[src/design/fmc_pkg.sv]
package fmc_pkg;

    // ----------------------------------------------------------------
    // register word addresses
    // ----------------------------------------------------------------
    localparam logic [7:0] ADDR_SEEK_BAND_VOLUME      = 8'h05;
    localparam logic [7:0] ADDR_SOFTMUTE_SEEK_QUALITY = 8'h06;
    localparam logic [7:0] ADDR_AUDIO_OUTPUT_TEST     = 8'h07;
    localparam logic [7:0] ADDR_RESERVED_TEST         = 8'h08;
    localparam logic [7:0] ADDR_POWER_CONTROL         = 8'h10;
    localparam logic [7:0] ADDR_OPERATION_CONTROL     = 8'h11;

    // ----------------------------------------------------------------
    // reset values
    // ----------------------------------------------------------------
    localparam logic [15:0] RST_SEEK_BAND_VOLUME      = 16'h0000;
    localparam logic [15:0] RST_SOFTMUTE_SEEK_QUALITY = 16'h0000;
    localparam logic [15:0] RST_AUDIO_OUTPUT_TEST     = 16'h0100;
    localparam logic [15:0] RST_RESERVED_TEST         = 16'h0000;
    localparam logic [15:0] READ_UNMAPPED             = 16'h0000;

    // ----------------------------------------------------------------
    // field positions
    // ----------------------------------------------------------------
    localparam int SEEK_TH_LSB     = 8;
    localparam int BAND_LSB        = 6;
    localparam int SPACE_LSB       = 4;
    localparam int VOLUME_LSB      = 0;
    localparam int SM_RATE_LSB     = 14;
    localparam int SM_DEPTH_LSB    = 12;
    localparam int SNR_LSB         = 4;
    localparam int IMPULSE_LSB     = 0;
    localparam int HIGHZ_BIT       = 14;
    localparam int PWR_UP_BIT      = 0;
    localparam int PWR_BUSY_BIT    = 1;
    localparam int START_BIT       = 0;

    // ----------------------------------------------------------------
    // field encodings
    // ----------------------------------------------------------------
    localparam logic [1:0] BAND_WIDE_EU = 2'h0;
    localparam logic [1:0] BAND_RESVD   = 2'h3;
    localparam logic [1:0] SPACE_200K   = 2'h0;
    localparam logic [1:0] SPACE_100K   = 2'h1;
    localparam logic [1:0] SPACE_50K    = 2'h2;
    localparam logic [3:0] CHECK_OFF    = 4'h0;
    localparam logic [3:0] VOLUME_MUTE  = 4'h0;

    // frequencies in 10 kHz units
    localparam logic [15:0] BASE_875_MHZ = 16'h222E;
    localparam logic [15:0] BASE_76_MHZ  = 16'h1DB0;
    localparam logic [4:0]  STEP_200K    = 5'h14;
    localparam logic [4:0]  STEP_100K    = 5'h0A;
    localparam logic [4:0]  STEP_50K     = 5'h05;

    // softmute depth in dB
    localparam logic [4:0] DEPTH_16_DB = 5'h10;
    localparam logic [4:0] DEPTH_14_DB = 5'h0E;
    localparam logic [4:0] DEPTH_12_DB = 5'h0C;
    localparam logic [4:0] DEPTH_10_DB = 5'h0A;

    // ----------------------------------------------------------------
    // types
    // ----------------------------------------------------------------
    typedef struct packed {
        logic [7:0]  seek_strength_threshold;
        logic [1:0]  band;
        logic [1:0]  spacing;
        logic [3:0]  seek_snr_min;
        logic [3:0]  seek_impulse_limit;
    } fmc_seek_cfg_type;

    typedef struct packed {
        logic [3:0]  volume;
        logic [1:0]  softmute_rate;
        logic [4:0]  softmute_depth_db;
    } fmc_audio_cfg_type;

    typedef struct packed {
        logic [7:0]  strength;
        logic [3:0]  snr;
        logic [3:0]  impulses;
    } fmc_measure_type;

endpackage

[src/design/fmc_config_regs.sv]
// Design decision made here: strobed register access.
`timescale 1ns/1ps
module fmc_config_regs (
    input  wire logic                        mclk_i,
    input  wire logic                        rst_i,
    input  wire logic [7:0]                  addr_i,
    input  wire logic [15:0]                 wdata_i,
    input  wire logic                        wr_i,
    input  wire logic                        rd_i,
    input  wire logic                        io_supply_i,
    input  wire logic [9:0]                  tuned_station_index_i,
    input  wire fmc_pkg::fmc_measure_type    measure_i,
    input  wire logic                        measure_valid_i,
    output logic [15:0]                      rdata_o,
    output fmc_pkg::fmc_seek_cfg_type        seek_cfg_o,
    output fmc_pkg::fmc_audio_cfg_type       audio_cfg_o,
    output logic [15:0]                      tuned_freq_o,
    output logic                             channel_valid_o,
    output logic                             channel_valid_stb_o,
    output logic                             audio_highz_enable_o,
    output logic                             left_audio_out_bias_o,
    output logic                             right_audio_out_bias_o
);

    // ----------------------------------------------------------------
    // storage
    // ----------------------------------------------------------------
    logic [15:0] seek_band_volume_config;
    logic [15:0] softmute_seek_quality_config;
    logic [15:0] audio_output_test_word;
    logic [15:0] reserved_test_word;
    logic        power_up;
    logic        power_busy;
    logic [1:0]  io_supply_meta;
    logic        io_supply_sync;

    function automatic logic hit(input logic [7:0] a, input logic [7:0] b);
        hit = (a == b);
    endfunction

    // ----------------------------------------------------------------
    // decode
    // ----------------------------------------------------------------
    wire logic wr_sbv  = wr_i && hit(addr_i, fmc_pkg::ADDR_SEEK_BAND_VOLUME);
    wire logic wr_ssq  = wr_i && hit(addr_i, fmc_pkg::ADDR_SOFTMUTE_SEEK_QUALITY);
    wire logic wr_aot  = wr_i && hit(addr_i, fmc_pkg::ADDR_AUDIO_OUTPUT_TEST);
    wire logic wr_rtw  = wr_i && hit(addr_i, fmc_pkg::ADDR_RESERVED_TEST);
    wire logic wr_pwr  = wr_i && hit(addr_i, fmc_pkg::ADDR_POWER_CONTROL);
    wire logic wr_op   = wr_i && hit(addr_i, fmc_pkg::ADDR_OPERATION_CONTROL);
    wire logic op_start = wr_op && wdata_i[fmc_pkg::START_BIT];

    // powerup is in progress for one cycle after power_up rises; test-word writes
    // then are a software fault and are simply stored
    wire logic [15:0] power_word = {14'h0000, power_busy, power_up};

    logic [15:0] next_rdata;
    always_comb begin
        next_rdata = fmc_pkg::READ_UNMAPPED;
        unique case (addr_i)
            fmc_pkg::ADDR_SEEK_BAND_VOLUME:      next_rdata = seek_band_volume_config;
            fmc_pkg::ADDR_SOFTMUTE_SEEK_QUALITY: next_rdata = softmute_seek_quality_config;
            fmc_pkg::ADDR_AUDIO_OUTPUT_TEST:     next_rdata = audio_output_test_word;
            fmc_pkg::ADDR_RESERVED_TEST:         next_rdata = reserved_test_word;
            fmc_pkg::ADDR_POWER_CONTROL:         next_rdata = power_word;
            default:                             next_rdata = fmc_pkg::READ_UNMAPPED;
        endcase
    end

    // ----------------------------------------------------------------
    // field decode
    // ----------------------------------------------------------------
    wire logic [7:0] f_thr  = seek_band_volume_config[fmc_pkg::SEEK_TH_LSB +: 8];
    wire logic [1:0] f_band = seek_band_volume_config[fmc_pkg::BAND_LSB +: 2];
    wire logic [1:0] f_spc  = seek_band_volume_config[fmc_pkg::SPACE_LSB +: 2];
    wire logic [3:0] f_vol  = seek_band_volume_config[fmc_pkg::VOLUME_LSB +: 4];
    wire logic [1:0] f_rate = softmute_seek_quality_config[fmc_pkg::SM_RATE_LSB +: 2];
    wire logic [1:0] f_dep  = softmute_seek_quality_config[fmc_pkg::SM_DEPTH_LSB +: 2];
    wire logic [3:0] f_snr  = softmute_seek_quality_config[fmc_pkg::SNR_LSB +: 4];
    wire logic [3:0] f_imp  = softmute_seek_quality_config[fmc_pkg::IMPULSE_LSB +: 4];

    // depth code to attenuation in dB
    wire logic [4:0] depth_db = (f_dep == 2'h0) ? fmc_pkg::DEPTH_16_DB :
                                (f_dep == 2'h1) ? fmc_pkg::DEPTH_14_DB :
                                (f_dep == 2'h2) ? fmc_pkg::DEPTH_12_DB :
                                                  fmc_pkg::DEPTH_10_DB;

    // volume and rate pass straight through, depth is mapped to depth_db; the log volume curve lives in the dac path
    wire fmc_pkg::fmc_audio_cfg_type next_audio = '{volume: f_vol,
                                                     softmute_rate: f_rate,
                                                     softmute_depth_db: depth_db};

    // ----------------------------------------------------------------
    // frequency from latched band and spacing
    // ----------------------------------------------------------------
    wire logic [4:0] step = (seek_cfg_o.spacing == fmc_pkg::SPACE_100K) ? fmc_pkg::STEP_100K :
                            (seek_cfg_o.spacing == fmc_pkg::SPACE_50K)  ? fmc_pkg::STEP_50K :
                                                                          fmc_pkg::STEP_200K;
    wire logic [15:0] base = (seek_cfg_o.band == fmc_pkg::BAND_WIDE_EU) ?
                             fmc_pkg::BASE_875_MHZ : fmc_pkg::BASE_76_MHZ;
    wire logic [14:0] offs = tuned_station_index_i * step;
    wire logic [15:0] next_freq = base + {1'b0, offs};

    // ----------------------------------------------------------------
    // seek qualification on latched settings
    // ----------------------------------------------------------------
    wire logic strong_ok = measure_i.strength >= seek_cfg_o.seek_strength_threshold;
    wire logic snr_ok    = (seek_cfg_o.seek_snr_min == fmc_pkg::CHECK_OFF) ||
                           (measure_i.snr >= seek_cfg_o.seek_snr_min);
    // a larger code allows fewer impulses: allowed count is 15 minus code
    wire logic [3:0] imp_allow = 4'hF - seek_cfg_o.seek_impulse_limit;
    wire logic imp_ok    = (seek_cfg_o.seek_impulse_limit == fmc_pkg::CHECK_OFF) ||
                           (measure_i.impulses <= imp_allow);
    wire logic next_valid = strong_ok && snr_ok && imp_ok;

    // bias on the outputs only when powered down with io supply present
    wire logic next_bias = audio_output_test_word[fmc_pkg::HIGHZ_BIT] &&
                           !power_up && io_supply_sync;

    // ----------------------------------------------------------------
    // registers
    // ----------------------------------------------------------------
    always_ff @(posedge mclk_i) begin
        io_supply_meta <= {io_supply_meta[0], io_supply_i};
    end
    assign io_supply_sync = io_supply_meta[1];

    always_ff @(posedge mclk_i) begin
        if (rst_i) begin
            seek_band_volume_config      <= fmc_pkg::RST_SEEK_BAND_VOLUME;
            softmute_seek_quality_config <= fmc_pkg::RST_SOFTMUTE_SEEK_QUALITY;
            audio_output_test_word       <= fmc_pkg::RST_AUDIO_OUTPUT_TEST;
            reserved_test_word           <= fmc_pkg::RST_RESERVED_TEST;
            power_up                     <= 1'b0;
            power_busy                   <= 1'b0;
        end else begin
            if (wr_sbv) seek_band_volume_config <= wdata_i;
            // reserved bits are stored as written; software keeps them zero
            if (wr_ssq) softmute_seek_quality_config <= wdata_i;
            if (wr_aot) audio_output_test_word <= wdata_i;
            if (wr_rtw) reserved_test_word <= wdata_i;
            if (wr_pwr) power_up <= wdata_i[fmc_pkg::PWR_UP_BIT];
            power_busy <= wr_pwr && wdata_i[fmc_pkg::PWR_UP_BIT] && !power_up;
        end
    end

    always_ff @(posedge mclk_i) begin
        if (rst_i) begin
            rdata_o                <= 16'h0000;
            seek_cfg_o             <= '0;
            audio_cfg_o            <= '{volume: fmc_pkg::VOLUME_MUTE, softmute_rate: 2'h0,
                                        softmute_depth_db: fmc_pkg::DEPTH_16_DB};
            tuned_freq_o           <= fmc_pkg::BASE_875_MHZ;
            channel_valid_o        <= 1'b0;
            channel_valid_stb_o    <= 1'b0;
            audio_highz_enable_o   <= 1'b0;
            left_audio_out_bias_o  <= 1'b0;
            right_audio_out_bias_o <= 1'b0;
        end else begin
            rdata_o <= rd_i ? next_rdata : 16'h0000;
            if (op_start) begin
                seek_cfg_o <= '{seek_strength_threshold: f_thr, band: f_band,
                                spacing: f_spc, seek_snr_min: f_snr,
                                seek_impulse_limit: f_imp};
            end
            audio_cfg_o            <= next_audio;
            tuned_freq_o           <= next_freq;
            if (measure_valid_i) channel_valid_o <= next_valid;
            channel_valid_stb_o    <= measure_valid_i;
            audio_highz_enable_o   <= audio_output_test_word[fmc_pkg::HIGHZ_BIT];
            left_audio_out_bias_o  <= next_bias;
            right_audio_out_bias_o <= next_bias;
        end
    end

endmodule

[config.mk]
export PLATFORM = sky130hd
export DESIGN_NAME = fmc_config_regs
export DESIGN_NICKNAME = d
export VERILOG_FILES = /design/src/design/fmc_pkg.sv /design/src/design/fmc_config_regs.sv
export SDC_FILE = /design/constraint.sdc
export NUM_CORES = 1
export LEC_CHECK = 0
export BUFFER_PORTS_ARGS = -buffer_cell sky130_fd_sc_hd__buf_2
export CAP_MARGIN = 20
export CORE_MARGIN = 3
export CORE_UTILIZATION = 51
export DETAILED_ROUTE_END_ITERATION = 6
export GPL_TIMING_DRIVEN = 0
export MAX_ROUTING_LAYER = met4
export PLACE_DENSITY = 0.77
export SYNTH_ARGS = -nofsm -noshare
export SYNTH_HDL_FRONTEND = slang
export SYNTH_SLANG_ARGS = --single-unit
[constraint.sdc]
create_clock -name mclk_i -period 4.1 [get_ports mclk_i]
set_input_delay 0.615 -clock mclk_i [delete_from_list [all_inputs] [get_ports mclk_i]]
set_output_delay 0.615 -clock mclk_i [all_outputs]
set_load 0.01 [all_outputs]
**Word level (Yosys, flattened, before mapping)**

Cells that the tools add are included.

- Bits in registers: 135
- Output and inout bits: 68

- $add $sub $neg: 2
- Multiply operators: 1
- Magnitude comparators: 3
- Equality and inequality tests: 10
- Mux-type cells: 6
- Bitwise logic cells: 1
- Reductions and logical operators: 23

Operators with widths:

| cell | count |
|---|---|
| $pmux 16 s5 | 1 |
| $eq 8x3->1 const B | 3 |
| $add 14x15->16 | 1 |
| $eq 8x5->1 const B | 2 |
| $mul 10x5->15 | 1 |
| $mux 14 | 1 |
| $logic_and 1x1->1 | 13 |
| $mux 5 | 2 |
| $eq 8x4->1 const B | 1 |
| $ge 8x8->1 | 1 |
| $logic_not 4->1 | 2 |
| $mux 3 | 2 |
| $eq 2x1->1 const B | 2 |
| $eq 2x2->1 const B | 2 |
| $ge 4x4->1 | 1 |
| $le 4x4->1 | 1 |
| $logic_not 2->1 | 2 |
| $reduce_or 2->1 | 2 |
| $sub 4x4->4 const A | 1 |
| $reduce_or 3->1 | 1 |
| $logic_or 1x1->1 | 2 |
| $logic_not 1->1 | 1 |
| $not 1->1 | 1 |

**Logic depth before layout (Yosys ltp)**

- Depth in word-level cells: 5
- Mapped depth: 18
- Gate-level depth less buffers: 17

**Worst setup path after synthesis**

No wires, ideal clock.

- Kind: register to register
- Start: register seek_cfg_o[8] in the netlist's numbering
- End: register tuned_freq_o[10]
- Setup time: 0.121 ns
- Arrival time: 3.973 ns
- Data required time: 3.979 ns
- Slack: 0.006 ns
- Cell stages (with the launch flop): 15
- Path buffers: 0
- Cell sequence: dfxtp_1 > inv_1 > ha_1 > and2_1 > fa_1 > inv_1 > fa_1 > fa_1 > inv_1 > ha_1 > a211oi_1 > o21bai_1 > a21oi_1 > o21ai_0 > mux2_2

- Cells in the longest elaborated chain, start to end: 5
- Elaborated cells on any way between the ends: 6
- Those cells by class: add/sub (1); mul (1); eq/ne (2); mux (2)

Ends and longest elaborated chain:

| what | line | source |
|---|---|---|
| from (decl) | fmc_config_regs.sv:15 | `output fmc_pkg::fmc_seek_cfg_type seek_cfg_o,` |
| from (signal assigned) | fmc_config_regs.sv:161 | `seek_cfg_o <= '{seek_strength_threshold: f_thr, band: f_band,` |
| $eq 2x2->1 | fmc_config_regs.sv:96 | `(seek_cfg_o.spacing == fmc_pkg::SPACE_50K) ? fmc_pkg::STEP_50K :` |
| $mux 5 | fmc_config_regs.sv:96 |  |
| $mux 5 (*) | fmc_config_regs.sv:95 | `wire logic [4:0] step = (seek_cfg_o.spacing == fmc_pkg::SPACE_100K) ? fmc_pkg::STEP_100K :` |
| $mul 10x5->15 (*) | fmc_config_regs.sv:100 | `wire logic [14:0] offs = tuned_station_index_i * step;` |
| $add 14x15->16 (*) | fmc_config_regs.sv:101 | `wire logic [15:0] next_freq = base + {1'b0, offs};` |
| to (signal assigned) | fmc_config_regs.sv:152 | `tuned_freq_o <= fmc_pkg::BASE_875_MHZ;` |
| to (signal assigned) | fmc_config_regs.sv:166 | `tuned_freq_o <= next_freq;` |
| to (decl) | fmc_config_regs.sv:17 | `output logic [15:0] tuned_freq_o,` |

Mark *: on every way between the ends. The rest lies on a longest branch, timed or not.
A chain may end at the register's enable or synchronous reset.

**Final worst setup path**

- Start: register seek_cfg_o[9] in the netlist's numbering
- End: register tuned_freq_o[13]

The elaborated chain is that of the path after synthesis.

==> results_dict.tcl <==
set metrics [dict create \
    status "finished clean" \
    p_leak_nw 4.07 \
    ys_ff_latch 134 \
    max-cap-violations 0 \
    cts_sinks 134 \
    cp_data_required_time_ps 4380 \
    yosysSeqAreaShare_pct 37.7 \
    async_flop_share_pct 0 \
    p_per_area_nw_per_um2 382 \
    root_buffer "clkbuf_16" \
    ant_nets 0 \
    worst_hold_slack_ps 298 \
    die_w_um 124 \
    clk_path_buf_depth 2 \
    grt_max_degree 17 \
    worst_pin_slew_ps 666 \
    min_period_ps 4020 \
    start_util_pct 52.9 \
    synth-edff-count 0 \
    cts_hold_buf 0 \
    cts-buffers-inserted 17 \
    antenna_found_initial 0 \
    routed_via_density 5.36 \
    yosys_warnings 0 \
    irDropWorstVdd_v 0.000336 \
    rows 42 \
    yosys-top-cells-count "dfxtp_1 (134), nand2_1 (100), nor2_1 (82), inv_1 (81), a21oi_1 (78)" \
    layout_setup_ws_ps 79.5 \
    gr-total-overflow 0 \
    cp.arrival_ps 4300 \
    nets 1086 \
    coreArea_um2 13500 \
    dieArea_um2 15400 \
    dpl.hpwl_mm 13.4 \
    crit_type "flip-flop to flip-flop" \
    path_cells "inv_2 > ha_4 > mux2_2 > ha_1 > fa_1 > inv_1 > fa_1 > inv_1 > ha_1 > nor2b_2 > o31a_1 > o2111ai_2 > and3_1 > o21ai_1" \
    worst_skew_pair.late_latency_ps 420 \
    end_kind "flip-flop" \
    routedWlPerCell_um 16.5 \
    synth_top_area_share_pct 37.7 \
    critPathMaxStageDelay_ps 560 \
    die_h_um 124 \
    synth_nets 938 \
    ys.flop_type "dfxtp_1" \
    grt_pass1_wl_mm 29.3 \
    clkTransAtPathRegs_ps 60 \
    fmax_ghz 0.249 \
    total_power_mw 3.33 \
    drcViolationCount 0 \
    synth_cells 805 \
    grt_pass1_vias 5832 \
    vias 6123 \
    maxSlewHeadroom_pct 55.6 \
    instances_no_fill 1142 \
    yosysTopAreaCell "dfxtp_1" \
    yosysMostFrequentCell "dfxtp_1" \
    drv_slew 0 \
    netlist_area_um2 7110 \
    routed_wl_mm 18.8 \
    place_congestion 0.885 \
    cp-start-kind "flip-flop" \
    drive_gt1_share_pct 23.8 \
    hold_violations 0 \
    hold_class "primary input to flip-flop" \
    dr.pass1.iters 6 \
    yosysUniqueCellTypes 56 \
    track_usage_pct 25.5 \
    fin_util_pct 64.9 \
    cts_tree "yes" \
    rsz0062_at_grt "true" \
    fin_crit_sh_pct 98.1 \
    diodes 0 \
    pre_cts_ws_ps -478 \
    post_synth_main_area_contributors "dfxtp_1 (38%), fa_1 (9.6%), ha_1 (7.6%)" \
    finClkSkew_ps 6.73 \
    dp_cells 1102 \
    critPathMaxFanout 9 \
    num_io_pins 124 \
    cp_slowest_cell "fa_1" \
    ctsHtreeMaxLevel 4 \
    drtIter0Drc 440 \
    portBuffers 121 \
    areaGrowthSynthToFinish_pct 22.7 \
    setup_viol 0 \
    syn_avg_cell_area_um2 8.84 \
]
-- final cells by class --
cell class	count	area [um^2]
inverter	81	308
timing repair buffer	131	681
buffer	37	180
sequential	134	2690
fill	1125	4720
clock buffer	18	439
multi-input combinational	551	4040
tap	176	220
clock inverter	14	171
-- power by group --
group          internal, mW  leakage [nW]  switching [mW]
Sequential             1.33          1.09         0.00588
Combinational         0.165          2.68           0.248
Clock                 0.979         0.299           0.607
Total                  2.47          4.07           0.860
-- timing repair --
| item | in CTS | in global routing |
|---|---|---|
| pin swaps | 3 | 9 |
| buffers inserted | 2 | 8 |
| gates resized for setup | 15 | 19 |
| endpoints found under the setup margin | 9 | 8 |
| endpoints found under the hold margin | 0 | 0 |
-- registers in the layout, indices dropped and copies added (netlist names) --
signal                        flops
audio_cfg_o                      10
audio_highz_enable_o              1
audio_output_test_word           16
channel_valid_o                   1
channel_valid_stb_o               1
io_supply_meta                    2
power_busy                        1
power_up                          1
rdata_o                          16
reserved_test_word               16
right_audio_out_bias_o            1
seek_band_volume_config          16
seek_cfg_o                       20
softmute_seek_quality_config     16
tuned_freq_o                     16
-- layout by cell type, fill, tap and decap left out, types with 3 or more instances in the layout --
master,instances
buf_4,13
o21ai_1,7
and3_1,4
clkinv_2,4
bufinv_16,3
inv_1,79
nor2_1,82
clkbuf_1,17
nor3_1,5
o21a_1,3
o21ai_0,9
clkinvlp_4,3
clkbuf_16,17
buf_2,132
inv_6,4
a21oi_1,76
nor2b_1,21
or2_2,3
buf_1,3
dfxtp_1,132
nand2_1,100
and2_1,23
mux2_2,19
a22oi_1,14
fa_1,33
nand3_1,22
ha_1,37
ha_4,4
mux2i_1,39
-- cells by family (layout without fill, tap and decap cells) --
family | Yosys count | after routing | share of synthesized area, %
DFF | 134 | 134 | 37.7
buffers and inverters | 120 | 281 | 6.91
xor gates and xnor gates | 3 | 3 | 0.369
adders and majority gates | 77 | 77 | 17.1
and+or+nand+nor | 281 | 281 | 18.6
other | 1 | 1 | 0.0527
muxes | 58 | 58 | 8.49
AOI/OAI and AO/OA | 131 | 131 | 10.7
-- stage by stage --
stage,setup TNS (ps),area [um^2]
finish,0,8730
detailed placement,-2720,7940
global route,-93.2,8730
global placement,-2490,7940
CTS,-1.10,8620
floorplan,0,7110
-- final timing paths --
path                                        start                 to  slack [ps]  depth (start not counted)
worst min register to register  io_supply_meta[0]  io_supply_meta[1]         330                          0
worst min-delay path                  io_supply_i  io_supply_meta[0]         300                          1
worst max register to register      seek_cfg_o[9]   tuned_freq_o[13]          80                         14
worst max-delay path                seek_cfg_o[9]   tuned_freq_o[13]          80                         14
-- worst max-delay path, delay by kind of cell, from the launching register on --
family                   cells  cell delay [ps]
multiplexers                 1              350
flip-flops                   1              370
adder cells (fa/ha/maj)      5             1900
AO/OA/AOI/OAI                3              650
AND/OR/NAND/NOR              2              350
buffers and inverters        3              220
-- metal layers --
metal  part of all wire, %  vias up  GRT usage, %
li1                      -     2949             -
met1                    45     2876          34.5
met2                    45      257          38.4
met3                   8.0       41          5.22
met4                   2.0        0          8.15
met5                     0        -             -
Note: power is estimated with default switching activity, not from simulation.
